<file path="config.mk">
export PLATFORM = sky130hd
export DESIGN_NAME = clock_switch_sleep
export DESIGN_NICKNAME = d
export VERILOG_FILES = /design/src/inc/clksw_pkg.sv /design/src/logic/clock_switch_sleep.sv
export VERILOG_INCLUDE_DIRS = /design/src /design/src/inc
export SDC_FILE = /design/constraint.sdc
export NUM_CORES = 1
export LEC_CHECK = 0
export ABC_AREA = 0
export ABC_CLOCK_PERIOD_IN_PS = 2700
export BUFFER_PORTS_ARGS = -buffer_cell sky130_fd_sc_hd__buf_2
export CORE_ASPECT_RATIO = 0.5
export CORE_MARGIN = 2
export CORE_UTILIZATION = 55
export CTS_CLUSTER_SIZE = 10
export DETAILED_ROUTE_END_ITERATION = 6
export PLACE_DENSITY = 0.8
export SYNTH_ARGS = -nofsm -noshare
export SYNTH_HDL_FRONTEND = slang
export SYNTH_SLANG_ARGS = --single-unit
</file>
<file path="constraint.sdc">
create_clock -name SYS_CLK_IN -period 2.7 [get_ports SYS_CLK_IN]
set_clock_uncertainty 0.1 [all_clocks]
set_input_delay 0.54 -clock SYS_CLK_IN [delete_from_list [all_inputs] [get_ports SYS_CLK_IN]]
set_output_delay 0.54 -clock SYS_CLK_IN [all_outputs]
set_load 0.01 [all_outputs]
</file>
<file path="src/inc/clksw_defs.svh">
// Offsets, field positions, response codes and timing counts for the clock switch block
//
// Behaviour
// - Change-enable updates only when all other command bits are written zero.
// - Change-enable clears after four cycles, or earlier when a command is written.
// - Rewriting change-enable while open neither restarts the window nor clears it.
// - Command register bits 6:5 always read as zero.
// - Ready flag clears on request or enable command; sets once clock is stable.
// - Command 0000 none, 0001 disable, 0010 enable, 0011 request availability.
// - Command 0100 switch, 0101 recover, 0110 watchdog reload, 0111 clock out; 1xxx none.
// - Clock-output bit resets to inverted fuse; recover leaves it alone.
// - Start-up field resets from fuses, feeds enable/disable, survives recover.
// - Source field resets from fuses, feeds enable, disable, request and switch.
// - Recover loads the source field with the source currently driving the clock.
// - Mode 00 is idle: only CPU and flash clocks stop.
// - Mode 01 is ADC noise reduction: I/O, CPU and flash clocks stop.
// - Entering idle or ADC noise reduction with ADC enabled starts a conversion.
// - ADC noise reduction ends only on its limited set of wake sources.
// - Interrupt wake stalls four cycles beyond start-up, then resumes execution.
// - A reset during any sleep wakes the device to the reset vector.
// - With brown-out sleep-off, detector stops at power-down or power-save entry and returns at wake.
// - Wake after brown-out sleep-off takes about 60 us before execution.
// - Brown-out sleep-off resets to zero; writes need a timed enable sequence.
// - Mode 10 is power-down: all generated clocks stop.
// - Mode 11 is power-save: power-down but the asynchronous timer keeps running.
`ifndef CLKSW_DEFS_SVH
`define CLKSW_DEFS_SVH
`define CSR_ADDR 8'h00
`define SEL_ADDR 8'h04
`define SLP_ADDR 8'h08
`define PCR_ADDR 8'h0C
`define STS_ADDR 8'h10
`define CCE_BIT 7
`define CCE_ARM 8'h80
`define CLOCK_OUTPUT_REQUEST_BIT 6
`define BROWNOUT_SLEEP_OFF_BIT 6
`define BODSE_BIT 5
`define SE_BIT 0
`define RESP_OKAY 2'h0
`define RESP_SLVERR 2'h2
`define CCE_WINDOW 4
`define WAKE_STALL 4
`define SUT_CYC0 16'h0004
`define SUT_CYC1 16'h0040
`define SUT_CYC2 16'h0100
`define SUT_CYC3 16'h0400
`define CLK_PERIOD_NS 10
`define BOD_WAKE_US 60
`define BOD_WAKE_CYCLES ((`BOD_WAKE_US * 1000 + `CLK_PERIOD_NS - 1) / `CLK_PERIOD_NS)
`endif

</file>
<file path="src/inc/clksw_pkg.sv">
// Types shared by the clock switch and sleep controller
`default_nettype none
package clksw_pkg;
    typedef enum logic [3:0] {
        CMD_NONE = 4'h0, CMD_DISABLE = 4'h1, CMD_ENABLE = 4'h2, CMD_REQUEST = 4'h3,
        CMD_SWITCH = 4'h4, CMD_RECOVER = 4'h5, CMD_WDT_RELOAD = 4'h6, CMD_CLK_OUT = 4'h7
    } clk_cmd_type;
    typedef enum logic [1:0] {
        MODE_IDLE, MODE_ADC_NR, MODE_POWER_DOWN, MODE_POWER_SAVE
    } sleep_mode_type;
    typedef enum logic [1:0] {SLP_RUN, SLP_ASLEEP, SLP_WAKING} sleep_state_type;
    typedef struct packed {
        logic cpu;
        logic flash;
        logic io;
        logic adc;
        logic asy;
    } clk_gates_type;
endpackage
`default_nettype wire

</file>
<file path="src/logic/clock_switch_sleep.sv">
// Clock command, clock selection and sleep control behind an AXI4-Lite slave
//
// Decided for this implementation: the address map and the AXI4-Lite interface to the registers.
`timescale 1ns/1ps
`default_nettype none
`include "clksw_defs.svh"
module clock_switch_sleep import clksw_pkg::*; #(
    parameter int BOD_WAKE_CYCLES = `BOD_WAKE_CYCLES
) (
    input wire logic SYS_CLK_IN, // 100 MHz system clock
    input wire logic RESETN_IN, // Async reset, active low
    input wire logic [7:0] S_AXI_AWADDR_IN, // Write address
    input wire logic S_AXI_AWVALID_IN, // Write address valid
    output logic S_AXI_AWREADY_OUT, // Write address ready
    input wire logic [31:0] S_AXI_WDATA_IN, // Write data
    input wire logic [3:0] S_AXI_WSTRB_IN, // Byte enables
    input wire logic S_AXI_WVALID_IN, // Write data valid
    output logic S_AXI_WREADY_OUT, // Write data ready
    output logic [1:0] S_AXI_BRESP_OUT, // Write response
    output logic S_AXI_BVALID_OUT, // Write response valid
    input wire logic S_AXI_BREADY_IN, // Write response ready
    input wire logic [7:0] S_AXI_ARADDR_IN, // Read address
    input wire logic S_AXI_ARVALID_IN, // Read address valid
    output logic S_AXI_ARREADY_OUT, // Read address ready
    output logic [31:0] S_AXI_RDATA_OUT, // Read data
    output logic [1:0] S_AXI_RRESP_OUT, // Read response
    output logic S_AXI_RVALID_OUT, // Read data valid
    input wire logic S_AXI_RREADY_IN, // Read data ready
    input wire logic CLK_OUT_FUSE_IN, // Clock pin output fuse
    input wire logic [1:0] STARTUP_FUSE_IN, // Start-up time fuses
    input wire logic [3:0] SOURCE_FUSE_IN, // Source select fuses
    input wire logic [15:0] CLK_STABLE_IN, // Per-source stable, async
    input wire logic SLEEP_INSTR_IN, // Sleep instruction pulse
    input wire logic ADC_ENABLED_IN, // ADC is enabled
    input wire logic ADC_DONE_IN, // ADC conversion complete
    input wire logic WAKE_IRQ_IN, // Any enabled interrupt
    input wire logic WAKE_LIMITED_IN, // Noise-reduction wake sources
    input wire logic WAKE_DEEP_IN, // Power-down wake sources
    input wire logic WAKE_TIMER_IN, // Async timer interrupt
    input wire logic RESET_WAKE_IN, // System reset request
    output logic CMD_STROBE_OUT, // Command issued, pulse
    output logic [3:0] CMD_CODE_OUT, // Issued command
    output logic [3:0] CMD_SOURCE_OUT, // Command source code
    output logic [1:0] CMD_STARTUP_OUT, // Command start-up code
    output logic [15:0] SRC_ENABLE_OUT, // Oscillator enables
    output logic [3:0] SYS_SOURCE_OUT, // Source driving system clock
    output logic CLK_PIN_EN_OUT, // Clock output buffer on
    output logic WDT_AUTO_RELOAD_OUT, // Watchdog auto reload mode
    output clk_gates_type CLK_GATES_OUT, // Clock domain enables
    output logic BROWNOUT_EN_OUT, // Brown-out detector on
    output logic ADC_START_OUT, // Start conversion, pulse
    output logic SLEEPING_OUT, // Asleep or waking
    output logic RESUME_OUT, // Wake done, pulse
    output logic RESET_VECTOR_OUT // Restart at reset vector, pulse
);
    // Register select, one-hot: csr, sel, slp, pcr, sts
    function automatic logic [4:0] reg_sel(input logic [7:0] a);
        reg_sel = {a == `STS_ADDR, a == `PCR_ADDR, a == `SLP_ADDR,
                   a == `SEL_ADDR, a == `CSR_ADDR};
    endfunction

    // Upper half of the code space is no command
    function automatic clk_cmd_type decode_cmd(input logic [3:0] v);
        decode_cmd = v[3] ? CMD_NONE : clk_cmd_type'(v);
    endfunction

    function automatic logic deep(input sleep_mode_type m);
        deep = (m == MODE_POWER_DOWN) || (m == MODE_POWER_SAVE);
    endfunction

    // Oscillator restarts only in the deep modes, so only they pay start-up
    function automatic logic [15:0] wake_cycles(input sleep_mode_type m,
                                                input logic [1:0] startup_fuse_bits, input logic brownout_detector);
        logic [15:0] n;
        n = 16'(`WAKE_STALL);
        if (deep(m)) begin
            case (startup_fuse_bits)
                2'h0: n = n + `SUT_CYC0;
                2'h1: n = n + `SUT_CYC1;
                2'h2: n = n + `SUT_CYC2;
                default: n = n + `SUT_CYC3;
            endcase
        end
        if (brownout_detector && n < 16'(BOD_WAKE_CYCLES)) begin
            n = 16'(BOD_WAKE_CYCLES);
        end
        wake_cycles = n;
    endfunction

    function automatic clk_gates_type gates_for(input sleep_state_type s,
                                                input sleep_mode_type m);
        clk_gates_type g;
        g = '{cpu: 1'b1, flash: 1'b1, io: 1'b1, adc: 1'b1, asy: 1'b1};
        if (s != SLP_RUN) begin
            g.cpu = 1'b0;
            g.flash = 1'b0;
            case (m)
                MODE_ADC_NR: g.io = 1'b0;
                MODE_POWER_DOWN: g = '0;
                MODE_POWER_SAVE: g = '{cpu: 1'b0, flash: 1'b0, io: 1'b0,
                                       adc: 1'b0, asy: 1'b1};
                default: g.io = 1'b1;
            endcase
        end
        gates_for = g;
    endfunction

    logic [7:0] waddr;
    logic [7:0] wbyte;
    logic wlane;
    logic cce;
    logic [1:0] cce_cnt;
    logic [3:0] cmd_field;
    logic ready;
    logic clock_output_request;
    logic [1:0] csut;
    logic [3:0] csel;
    logic loaded;
    logic switch_pending;
    logic [3:0] switch_target;
    logic [3:0] watch_code;
    logic se;
    logic [1:0] smode;
    logic brownout_sleep_off;
    logic bodse;
    logic [1:0] bodse_cnt;
    logic [15:0] s1;
    logic [15:0] s2;
    logic [15:0] s3;
    logic [15:0] stable;
    sleep_state_type state;
    sleep_state_type next_state;
    sleep_mode_type run_mode;
    logic bod_off;
    logic [15:0] wake_cnt;

    // Write path decode; a write goes once both address and data are held
    wire wr_go = !S_AXI_AWREADY_OUT && !S_AXI_WREADY_OUT && !S_AXI_BVALID_OUT;
    wire [4:0] wsel = reg_sel(waddr);
    wire wr_on = wr_go && wlane;
    wire csr_wr = wr_on && wsel[0];
    wire sel_wr = wr_on && wsel[1];
    wire slp_wr = wr_on && wsel[2];
    wire pcr_wr = wr_on && wsel[3];
    wire cce_arm = csr_wr && (wbyte == `CCE_ARM);
    wire cmd_take = csr_wr && cce && !wbyte[`CCE_BIT];
    wire clk_cmd_type cmd = cmd_take ? decode_cmd(wbyte[3:0]) : CMD_NONE;
    wire target_stable = stable[switch_target];
    wire switch_go = switch_pending && target_stable && SRC_ENABLE_OUT[switch_target];

    // Read path decode
    wire [4:0] rsel = reg_sel(S_AXI_ARADDR_IN);
    wire [7:0] csr_rd = {cce, 2'b00, ready, cmd_field};
    wire [7:0] sel_rd = {1'b0, clock_output_request, csut, csel};
    wire [7:0] slp_rd = {5'h00, smode, se};
    wire [7:0] pcr_rd = {1'b0, brownout_sleep_off, bodse, 5'h00};
    wire [7:0] sts_rd = {SYS_SOURCE_OUT, switch_pending, SLEEPING_OUT,
                         WDT_AUTO_RELOAD_OUT, CLK_PIN_EN_OUT};
    wire [7:0] rd_byte = ({8{rsel[0]}} & csr_rd) | ({8{rsel[1]}} & sel_rd) |
                         ({8{rsel[2]}} & slp_rd) | ({8{rsel[3]}} & pcr_rd) |
                         ({8{rsel[4]}} & sts_rd);

    // Write channels: take address and data in either order, answer after both
    always_ff @(posedge SYS_CLK_IN or negedge RESETN_IN) begin
        if (!RESETN_IN) begin
            S_AXI_AWREADY_OUT <= 1'b1;
            S_AXI_WREADY_OUT <= 1'b1;
            S_AXI_BVALID_OUT <= 1'b0;
            S_AXI_BRESP_OUT <= `RESP_OKAY;
            waddr <= 8'h00;
            wbyte <= 8'h00;
            wlane <= 1'b0;
        end else begin
            if (S_AXI_AWVALID_IN && S_AXI_AWREADY_OUT) begin
                S_AXI_AWREADY_OUT <= 1'b0;
                waddr <= S_AXI_AWADDR_IN;
            end
            if (S_AXI_WVALID_IN && S_AXI_WREADY_OUT) begin
                S_AXI_WREADY_OUT <= 1'b0;
                wbyte <= S_AXI_WDATA_IN[7:0];
                wlane <= S_AXI_WSTRB_IN[0];
            end
            if (wr_go) begin
                S_AXI_BVALID_OUT <= 1'b1;
                S_AXI_BRESP_OUT <= (|wsel[3:0]) ? `RESP_OKAY : `RESP_SLVERR;
            end
            if (S_AXI_BVALID_OUT && S_AXI_BREADY_IN) begin
                S_AXI_BVALID_OUT <= 1'b0;
                S_AXI_AWREADY_OUT <= 1'b1;
                S_AXI_WREADY_OUT <= 1'b1;
            end
        end
    end

    // Read channel: answer one cycle after the address is taken
    always_ff @(posedge SYS_CLK_IN or negedge RESETN_IN) begin
        if (!RESETN_IN) begin
            S_AXI_ARREADY_OUT <= 1'b1;
            S_AXI_RVALID_OUT <= 1'b0;
            S_AXI_RDATA_OUT <= 32'h00000000;
            S_AXI_RRESP_OUT <= `RESP_OKAY;
        end else if (S_AXI_ARVALID_IN && S_AXI_ARREADY_OUT) begin
            S_AXI_ARREADY_OUT <= 1'b0;
            S_AXI_RVALID_OUT <= 1'b1;
            S_AXI_RDATA_OUT <= {24'h000000, rd_byte};
            S_AXI_RRESP_OUT <= (|rsel) ? `RESP_OKAY : `RESP_SLVERR;
        end else if (S_AXI_RVALID_OUT && S_AXI_RREADY_IN) begin
            S_AXI_RVALID_OUT <= 1'b0;
            S_AXI_ARREADY_OUT <= 1'b1;
        end
    end

    // Change-enable window; a re-arm while open is ignored on purpose
    always_ff @(posedge SYS_CLK_IN or negedge RESETN_IN) begin
        if (!RESETN_IN) begin
            cce <= 1'b0;
            cce_cnt <= 2'h0;
            cmd_field <= 4'h0;
        end else if (cmd_take) begin
            cce <= 1'b0;
            cmd_field <= wbyte[3:0];
        end else if (cce_arm && !cce) begin
            cce <= 1'b1;
            cce_cnt <= 2'h0;
        end else if (cce) begin
            cce <= (cce_cnt != 2'(`CCE_WINDOW - 1));
            cce_cnt <= cce_cnt + 2'h1;
        end
    end

    // Stable inputs come from the oscillators: three stages, change on agreement
    always_ff @(posedge SYS_CLK_IN or negedge RESETN_IN) begin
        if (!RESETN_IN) begin
            s1 <= 16'h0000;
            s2 <= 16'h0000;
            s3 <= 16'h0000;
            stable <= 16'h0000;
        end else begin
            s1 <= CLK_STABLE_IN;
            s2 <= s1;
            s3 <= s2;
            stable <= (~(s2 ^ s3) & s3) | ((s2 ^ s3) & stable);
        end
    end

    // Selection fields load from fuses in the first cycle after reset
    always_ff @(posedge SYS_CLK_IN or negedge RESETN_IN) begin
        if (!RESETN_IN) begin
            loaded <= 1'b0;
            clock_output_request <= 1'b0;
            csut <= 2'h0;
            csel <= 4'h0;
        end else if (!loaded) begin
            loaded <= 1'b1;
            clock_output_request <= !CLK_OUT_FUSE_IN;
            csut <= STARTUP_FUSE_IN;
            csel <= SOURCE_FUSE_IN;
        end else if (sel_wr) begin
            clock_output_request <= wbyte[`CLOCK_OUTPUT_REQUEST_BIT];
            csut <= wbyte[5:4];
            csel <= wbyte[3:0];
        end else if (cmd == CMD_RECOVER) begin
            csel <= SYS_SOURCE_OUT;
        end
    end

    // Clock source state; disabling the running source is refused
    always_ff @(posedge SYS_CLK_IN or negedge RESETN_IN) begin
        if (!RESETN_IN) begin
            SRC_ENABLE_OUT <= 16'h0000;
            SYS_SOURCE_OUT <= 4'h0;
            switch_pending <= 1'b0;
            switch_target <= 4'h0;
            watch_code <= 4'h0;
            ready <= 1'b0;
            CLK_PIN_EN_OUT <= 1'b0;
            WDT_AUTO_RELOAD_OUT <= 1'b0;
        end else if (!loaded) begin
            SRC_ENABLE_OUT[SOURCE_FUSE_IN] <= 1'b1;
            SYS_SOURCE_OUT <= SOURCE_FUSE_IN;
            switch_target <= SOURCE_FUSE_IN;
            watch_code <= SOURCE_FUSE_IN;
        end else begin
            case (cmd)
                CMD_DISABLE: if (csel != SYS_SOURCE_OUT) SRC_ENABLE_OUT[csel] <= 1'b0;
                CMD_ENABLE: SRC_ENABLE_OUT[csel] <= 1'b1;
                CMD_SWITCH: begin
                    switch_pending <= 1'b1;
                    switch_target <= csel;
                end
                CMD_WDT_RELOAD: WDT_AUTO_RELOAD_OUT <= 1'b1;
                CMD_CLK_OUT: CLK_PIN_EN_OUT <= clock_output_request;
                default: ;
            endcase
            if (cmd == CMD_ENABLE || cmd == CMD_REQUEST) begin
                watch_code <= csel;
                ready <= 1'b0;
            end else begin
                ready <= ready | stable[watch_code];
            end
            if (switch_go && cmd != CMD_SWITCH) begin
                SYS_SOURCE_OUT <= switch_target;
                switch_pending <= 1'b0;
            end
        end
    end

    // Command strobe towards the oscillator control, once per accepted write of a code 0001 to 0111
    always_ff @(posedge SYS_CLK_IN or negedge RESETN_IN) begin
        if (!RESETN_IN) begin
            CMD_STROBE_OUT <= 1'b0;
            CMD_CODE_OUT <= 4'h0;
            CMD_SOURCE_OUT <= 4'h0;
            CMD_STARTUP_OUT <= 2'h0;
        end else begin
            CMD_STROBE_OUT <= (cmd != CMD_NONE);
            if (cmd != CMD_NONE) begin
                CMD_CODE_OUT <= cmd;
                CMD_SOURCE_OUT <= csel;
                CMD_STARTUP_OUT <= csut;
            end
        end
    end

    // Sleep control and the timed brown-out sleep-off sequence
    always_ff @(posedge SYS_CLK_IN or negedge RESETN_IN) begin
        if (!RESETN_IN) begin
            se <= 1'b0;
            smode <= 2'h0;
            brownout_sleep_off <= 1'b0;
            bodse <= 1'b0;
            bodse_cnt <= 2'h0;
        end else begin
            if (slp_wr) begin
                se <= wbyte[`SE_BIT];
                smode <= wbyte[2:1];
            end
            if (pcr_wr && bodse && !wbyte[`BODSE_BIT]) begin
                brownout_sleep_off <= wbyte[`BROWNOUT_SLEEP_OFF_BIT];
                bodse <= 1'b0;
            end else if (pcr_wr && wbyte[`BODSE_BIT] && wbyte[`BROWNOUT_SLEEP_OFF_BIT] && !bodse) begin
                bodse <= 1'b1;
                bodse_cnt <= 2'h0;
            end else if (bodse) begin
                bodse <= (bodse_cnt != 2'(`CCE_WINDOW - 1));
                bodse_cnt <= bodse_cnt + 2'h1;
            end
        end
    end

    // Wake sources differ per mode; noise reduction listens to few
    wire sleep_mode_type smode_e = sleep_mode_type'(smode);
    wire sleep_mode_type eff_mode = (state == SLP_RUN) ? smode_e : run_mode;
    wire enter = SLEEP_INSTR_IN && se;
    wire wake_hit = (run_mode == MODE_IDLE && WAKE_IRQ_IN) ||
                    (run_mode == MODE_ADC_NR && (ADC_DONE_IN || WAKE_LIMITED_IN)) ||
                    (deep(run_mode) && WAKE_DEEP_IN) ||
                    (run_mode == MODE_POWER_SAVE && WAKE_TIMER_IN);
    wire next_bod_off = (state == SLP_RUN) ? (brownout_sleep_off && deep(smode_e)) : bod_off;

    always_comb begin
        next_state = state;
        case (state)
            SLP_RUN: if (enter) next_state = SLP_ASLEEP;
            SLP_ASLEEP: begin
                if (RESET_WAKE_IN) next_state = SLP_RUN;
                else if (wake_hit) next_state = SLP_WAKING;
            end
            SLP_WAKING: if (RESET_WAKE_IN || wake_cnt == 16'h0000) next_state = SLP_RUN;
            default: next_state = SLP_RUN;
        endcase
    end

    // Sleep state, wake stall count and the registered clock enables
    always_ff @(posedge SYS_CLK_IN or negedge RESETN_IN) begin
        if (!RESETN_IN) begin
            state <= SLP_RUN;
            run_mode <= MODE_IDLE;
            bod_off <= 1'b0;
            wake_cnt <= 16'h0000;
            CLK_GATES_OUT <= '{cpu: 1'b1, flash: 1'b1, io: 1'b1, adc: 1'b1, asy: 1'b1};
            BROWNOUT_EN_OUT <= 1'b1;
            ADC_START_OUT <= 1'b0;
            SLEEPING_OUT <= 1'b0;
            RESUME_OUT <= 1'b0;
            RESET_VECTOR_OUT <= 1'b0;
        end else begin
            state <= next_state;
            if (state == SLP_RUN) begin
                run_mode <= smode_e;
                bod_off <= next_bod_off;
            end
            if (state == SLP_ASLEEP) begin
                wake_cnt <= wake_cycles(run_mode, csut, bod_off) - 16'h0001;
            end else if (wake_cnt != 16'h0000) begin
                wake_cnt <= wake_cnt - 16'h0001;
            end
            CLK_GATES_OUT <= gates_for(next_state, eff_mode);
            BROWNOUT_EN_OUT <= !(next_state == SLP_ASLEEP && next_bod_off);
            ADC_START_OUT <= (state == SLP_RUN) && enter && ADC_ENABLED_IN &&
                             !deep(smode_e);
            SLEEPING_OUT <= (next_state != SLP_RUN);
            RESUME_OUT <= (state == SLP_WAKING) && (next_state == SLP_RUN) && !RESET_WAKE_IN;
            RESET_VECTOR_OUT <= (state != SLP_RUN) && RESET_WAKE_IN;
        end
    end
endmodule
`default_nettype wire
</file>
# After elaboration in Yosys (flattened, before gate mapping)
# Cells that the tools add are included.
dict set report word_totals {
  reg_bits 194
}
dict set report classes {
  add_sub_neg 4
  n_lt_le_gt_ge 7
  eq_ne 39
  muxes 70
  bitwise 21
  n_reduce_logical 87
}
# cell count
set ops {}
lappend ops {{2-to-1 mux 16 bit} 7}
lappend ops {{bitwise AND 16 bit} 3}
lappend ops {{OR 16 bit} 3}
lappend ops {{logical AND 1 bit} 40}
lappend ops {{2-to-1 mux 4 bit} 9}
lappend ops {{one-hot mux 11 bit (3 select lines)} 1}
lappend ops {{== test 8 x 4 -> 1 bit, second input constant} 4}
lappend ops {{inverter 16 bit} 2}
lappend ops {{OR 8 bit} 4}
lappend ops {{one-hot mux 16 bit (2 select lines)} 1}
lappend ops {{subtractor 16 x 1 -> 16 bit, second input constant} 2}
lappend ops {{2-to-1 mux 1 bit} 28}
lappend ops {{2-to-1 mux 2 bit} 13}
lappend ops {{less-than comparator 4 x 5 -> 1 bit, second input constant} 4}
lappend ops {{nonzero test 2 bit} 10}
lappend ops {{bitwise AND 8 x 7 -> 8 bit} 2}
lappend ops {{bitwise AND 8 bit} 2}
lappend ops {{== test 2 bit, second input constant} 8}
lappend ops {{== test 8 x 3 -> 1 bit, second input constant} 2}
lappend ops {{zero test 16 bit} 1}
lappend ops {{zero test 8 bit} 2}
lappend ops {{less-than comparator 16 x 13 -> 1 bit, second input constant} 1}
lappend ops {{nonzero test 16 bit} 1}
lappend ops {{bitwise XOR 16 bit} 1}
lappend ops {{other kinds (31)} 77}

# Longest topological paths before layout
dict set report logic_depth {
  depth_word 12
  depth_mapped 9
}

# Worst setup path before layout
# Ideal clock, no wire load.
dict set report synth_path {
  path_kind {reg2reg}
  startpoint {register state[1]}
  endpoint {register wake_cnt[14]}
  setup_time_ns 0.131
  arrival_time_ns 2.014
  required_time_ns 2.469
  slack_ns 0.454
  path_stages_with_launch 10
  n_path_buf 1
  period_less_slack_ns 2.246
  path_cell_list {dfrtp_1 nand2b_1 clkbuf_1 nand2_1 ha_1 nand2_1 or4_1 nor3_1 xnor2_1 nor2_1}
}
dict set report synth_via {
  elab_chain_len 2
}
# element line_no
set synth_rtl {}
lappend synth_rtl {{from (decl)} clock_switch_sleep.sv:131} ;# sleep_state_type state;
lappend synth_rtl {{from (signal assigned)} clock_switch_sleep.sv:388} ;# state <= next_state;
lappend synth_rtl {{== test 2 x 1 -> 1 bit (*)} clock_switch_sleep.sv:393} ;# if (state == SLP_ASLEEP) begin
lappend synth_rtl {{2-to-1 mux 16 bit / nonzero test 2 bit (equally long branches)} --}
lappend synth_rtl {{to (signal assigned)} clock_switch_sleep.sv:394} ;# wake_cnt <= wake_cycles(run_mode, csut, bod_off) - 16'h0001;
lappend synth_rtl {{to (signal assigned)} clock_switch_sleep.sv:396} ;# wake_cnt <= wake_cnt - 16'h0001;
lappend synth_rtl {{to (decl)} clock_switch_sleep.sv:135} ;# logic [15:0] wake_cnt;
# Mark *: on every way between the ends. The rest lies on a longest branch, timed or not.
# A chain may end at the register's enable or synchronous reset.

# Final worst setup path
dict set report layout_path {
  startpoint {register waddr[7]}
  endpoint {register watch_code[3]}
}
dict set report layout_via {
  elab_chain_len 8
}
# element line_no
set layout_rtl {}
lappend layout_rtl {{from (decl)} clock_switch_sleep.sv:108} ;# logic [7:0] waddr;
lappend layout_rtl {{from (signal assigned)} clock_switch_sleep.sv:170} ;# waddr <= 8'h00;
lappend layout_rtl {{from (signal assigned)} clock_switch_sleep.sv:176} ;# waddr <= S_AXI_AWADDR_IN;
lappend layout_rtl {{zero test 8 bit (no source line) (*)} --}
lappend layout_rtl {{logical AND 1 bit (*)} clock_switch_sleep.sv:141} ;# wire csr_wr = wr_on && wsel[0];
lappend layout_rtl {{logical AND 1 bit (*) (2 in a row)} clock_switch_sleep.sv:146} ;# wire cmd_take = csr_wr && cce && !wbyte[`CCE_BIT];
lappend layout_rtl {{2-to-1 mux 3 bit (*)} clock_switch_sleep.sv:147} ;# wire clk_cmd_type cmd = cmd_take ? decode_cmd(wbyte[3:0]) : CMD_NONE;
lappend layout_rtl {{== test 3 x 2 -> 1 bit} clock_switch_sleep.sv:295} ;# if (cmd == CMD_ENABLE || cmd == CMD_REQUEST) begin
lappend layout_rtl {{logical OR 1 bit (*)} clock_switch_sleep.sv:295}
lappend layout_rtl {{!= test 2 x 1 -> 1 bit (no source line) (*)} --}
lappend layout_rtl {{to (signal assigned)} clock_switch_sleep.sv:296} ;# watch_code <= csel;
lappend layout_rtl {{to (decl)} clock_switch_sleep.sv:121} ;# logic [3:0] watch_code;
# Marked as above.

==> metrics.md <==
| Metric | Value |
|---|---|
| Status | `finished, final reports clean` |
| Num rows | `31` |
| Yosys reg bits | `190` |
| Number of global-route vias before repair | `roughly 6k` |
| Clock power share | `0.317` |
| Routed vias/inst | `between 5 and 6` |
| Area grow syn2layout | `16.5%` |
| Share of cells above drive strength 1 | `0.270` |
| Metal3 WL | `approximately 1500 µm` |
| H-tree lvl count | `4` |
| Required @ worst endpoint | `a little under 3 ns` |
| Remaining DRCs | `0` |
| TritonCTS clock tree | `done` |
| Die Height | `between 90 and 100 µm` |
| RSZ-0062 raised after global routing | `no` |
| Async SR Flop Fraction | `1.00` |
| Total CTS buffers | `17` |
| Largest net degree at the start of global routing | `57` |
| Hold buffers post-CTS | `1` |
| Yosys top cell area share | `0.547` |
| Root Driver | `clkbuf_16` |
| R2R Path Start | `waddr[7]` |
| CTS Buffer Depth | `2` |
| Fin. Hold Viols | `0` |
| Clk_lat worst skew | `0.44 ns` |
| First-pass GRT wire length | `between 30000 and 40000 µm` |
| Die Area | `16200 µm²` |
| Core area | `14600 µm²` |
| Reg2reg path depth | `7` |
| Min-delay src | `CLK_STABLE_IN[2]` |
| Net count, final | `~950` |
| Chip width | `approximately 180 µm` |
| Tmin final | `2.45 ns` |
| Detail Route Antenna Nets | `0` |
| WHS Endpoint | `s1[2]` |
| Logic pwr share | `0.196` |
| Pre-antenna DRT Iters | `6` |
| Ant. Diodes | `0` |
| DR WL/cell | `around 19 µm` |
| Met1 wire length | `just under 9000 µm` |
| F_max | `around 400 MHz` |
| Period Utilization, post-route | `0.907` |
| Crit path max fanout | `6` |
| Antenna violations before repair | `0` |
| FF-to-FF End | `watch_code[3]` |
| Seq/Total Area, Yosys | `0.572` |
| Total GRT Usage | `0.255` |
| P_sw | `about 2.7 mW` |
| Max Cap Viol | `0` |
| WHS Path Cells | `1` |
| Area leader, netlist | `dfrtp_1` |
| DR iter-0 viols | `a little under 600` |
| Post-synthesis compound-gate area fraction | `0.122` |
| Reg power frac | `0.487` |
| Clock Pin Slew Worst Setup and Hold Paths | `approximately 0.080 ns` |
| Maximum VDD drop | `between 400 and 500 µV` |
| Crit. End Element | `register` |
| Largest family of logic cells by synthesized area | `simple AND/OR/NAND/NOR gates` |
| Final Max Slew Viols | `0` |
| Actual slew at the worst max-slew pin | `a little over 0.6 ns` |
| Total number of vias | `6267` |
| Routed wl met2 | `9390 µm` |
| HPWL Detailed | `13900 µm` |
| Final design utilization | `0.664` |
| I/O Buffers | `119` |
| Final setup fails | `0` |
| Gr ovfl total | `0` |
| Pint | `~5.3 mW` |
| Mapped Area | `roughly 8300 µm²` |
| Setup TNS | `0 ns` |
| Resized Gates After CTS | `0` |
| Arr. time, crit path | `approximately 2.7 ns` |
| Max layer used | `met4` |
| Postcts setup bufs | `0` |
| Synth Area in Adders | `0.0237` |
| Count of different cell masters after synthesis | `67` |
| Post-Syn Area per Cell | `~11 µm²` |
| Final GP Congestion | `approximately 0.86` |
| Sw Ratio | `0.334` |
| I/O pin cnt | `174` |
| Post-synthesis mux area share | `0.0811` |
| EDFF count, synth | `0` |
| Simple-gate portion of the synthesized area | `0.134` |
| CTS sink cnt | `190` |
| Ys flop type | `dfrtp_1` |
| Worst reg2reg setup slack | `between 0.2 and 0.3 ns` |
| Pwr/cell area | `between 800 and 900 nW/µm²` |
| Crit start category | `register` |
| Worst Hold Class | `in2reg` |
| Setup CP Type | `reg2reg` |
| Pleak | `~4.4 nW` |
| Post-synthesis cell count | `between 700 and 800` |
| Slew HR | `0.594` |
| Synthesized-area fraction occupied by xor and xnor cells | `0.0168` |
| DRT Wirelength | `approximately 20000 µm` |
| Yosys warnings | `0` |
| Initial Util | `0.570` |
| Synth top area cells | `dfrtp_1, mux2_2, nor2_1` |
==> critical path, stage by stage (launching register included) <==
cell     delay (ns)
dfrtp_1        0.39
nor4_2         0.33
and4_1         0.26
and4b_1        0.35
and2b_1        0.32
nand2_1        0.21
mux2i_1        0.24
a21oi_1        0.11
==> per-stage QoR <==
| stage | setup WS, ns | cells | power (mW) | hold slack, ns | instance area, µm² |
|---|---|---|---|---|---|
| after floorplan | 0.454 | 762 | 4.89 | 0.144 | 8430 |
| after global placement | 0.296 | 1036 | 5.40 | 0.233 | 9100 |
| after detailed placement | 0.248 | 1036 | 5.48 | 0.235 | 9100 |
| after CTS | 0.249 | 1069 | 8.02 | 0.0914 | 9710 |
| after global routing | 0.131 | 1069 | 8.39 | 0.0806 | 9710 |
| final | 0.250 | 1069 | 8.00 | 0.0984 | 9710 |
==> how the worst max path moves through the flow <==
stage | slack (ns) | end | startpoint
after floorplan | 0.45 | wake_cnt[14] | state[1]
after global placement | 0.30 | S_AXI_RDATA_OUT[2] | S_AXI_ARADDR_IN[1]
after detailed placement | 0.25 | S_AXI_RDATA_OUT[0] | S_AXI_ARADDR_IN[1]
after CTS | 0.25 | watch_code[3] | waddr[7]
after global routing | 0.13 | watch_code[3] | waddr[7]
final | 0.25 | watch_code[3] | waddr[7]
==> synth_stat cells (3+ instances only) <==
library cell and instances:
dfrtp_1 182, nor2_1 64, nand2_1 61, o21ai_0 40
a21oi_1 35, mux2_2 34, buf_4 30, clkbuf_1 27
nand3_1 22, mux2i_1 18, o211ai_1 18, maj3_1 16
inv_1 14, nor3_1 14, xnor2_1 10, a31oi_1 8
dfstp_2 8, nor4_1 8, nand2b_1 7, a21o_1 6
a311oi_1 6, nand4_1 6, xor2_1 6, a221oi_1 5
mux4_2 5, nor2b_1 5, o21a_1 5, a211oi_2 4
a22oi_1 4, and3b_1 4, nand3b_1 4, o31ai_1 4
or2_2 4, a222oi_1 3, a22o_1 3, and3_1 3
ha_1 3, nor3b_1 3, or4_1 3
==> layer usage <==
layer | vias up | global-route usage
li1 | 2820 | -
met1 | 3128 | 0.352
met2 | 284 | 0.407
met3 | 35 | 0.0599
met4 | 0 | 0.0690
met5 | - | 0
==> placed cells by master (no fill, tap or decap), types with 5 or more instances in the layout <==
master,n
a21o_1,6
a21oi_1,35
a221oi_1,5
a311oi_1,6
a31oi_1,8
buf_2,118
buf_4,15
clkbuf_16,17
conb_1,28
dfrtp_1,182
dfstp_2,8
inv_1,14
inv_6,5
inv_8,5
maj3_1,16
mux2_2,34
mux2i_1,18
mux4_2,5
nand2_1,61
nand2b_1,7
nand3_1,22
nand4_1,6
nor2_1,64
nor2b_1,5
nor3_1,14
nor4_1,8
o211ai_1,18
o21a_1,5
o21ai_0,40
xnor2_1,10
xor2_1,6
==> cell type report <==
| class | instances | area [µm²] |
|---|---|---|
| Sequential cell | 190 | 4760 |
| Clock inverter | 15 | 174 |
| Fill cell | 1099 | 4920 |
| Timing Repair Buffer | 138 | 785 |
| Multi-Input combinational cell | 496 | 3250 |
| Tap cell | 198 | 248 |
| Inverter | 15 | 56.3 |
| Clock buffer | 17 | 425 |
==> logic make-up (layout without fill, tap and decap cells) <==
group | count (synthesis) | count (layout)
buf+inv | 76 | 185
flops | 190 | 190
xor+xnor | 16 | 16
mux | 57 | 57
other cells | 2 | 28
compound gates | 153 | 153
simple gates | 223 | 223
fa+ha+maj | 19 | 19
==> power by group through the flow <==
stage	Sequential [mW]	Clock, mW	Combinational [mW]
3_5_place_dp	3.93	0	1.55
3_3_place_gp	3.91	0	1.49
5_1_grt	3.96	2.69	1.74
6_report	3.90	2.54	1.57
2_1_floorplan	3.76	0	1.13
4_1_cts	3.89	2.56	1.57
(Power assumes the default switching activity.)
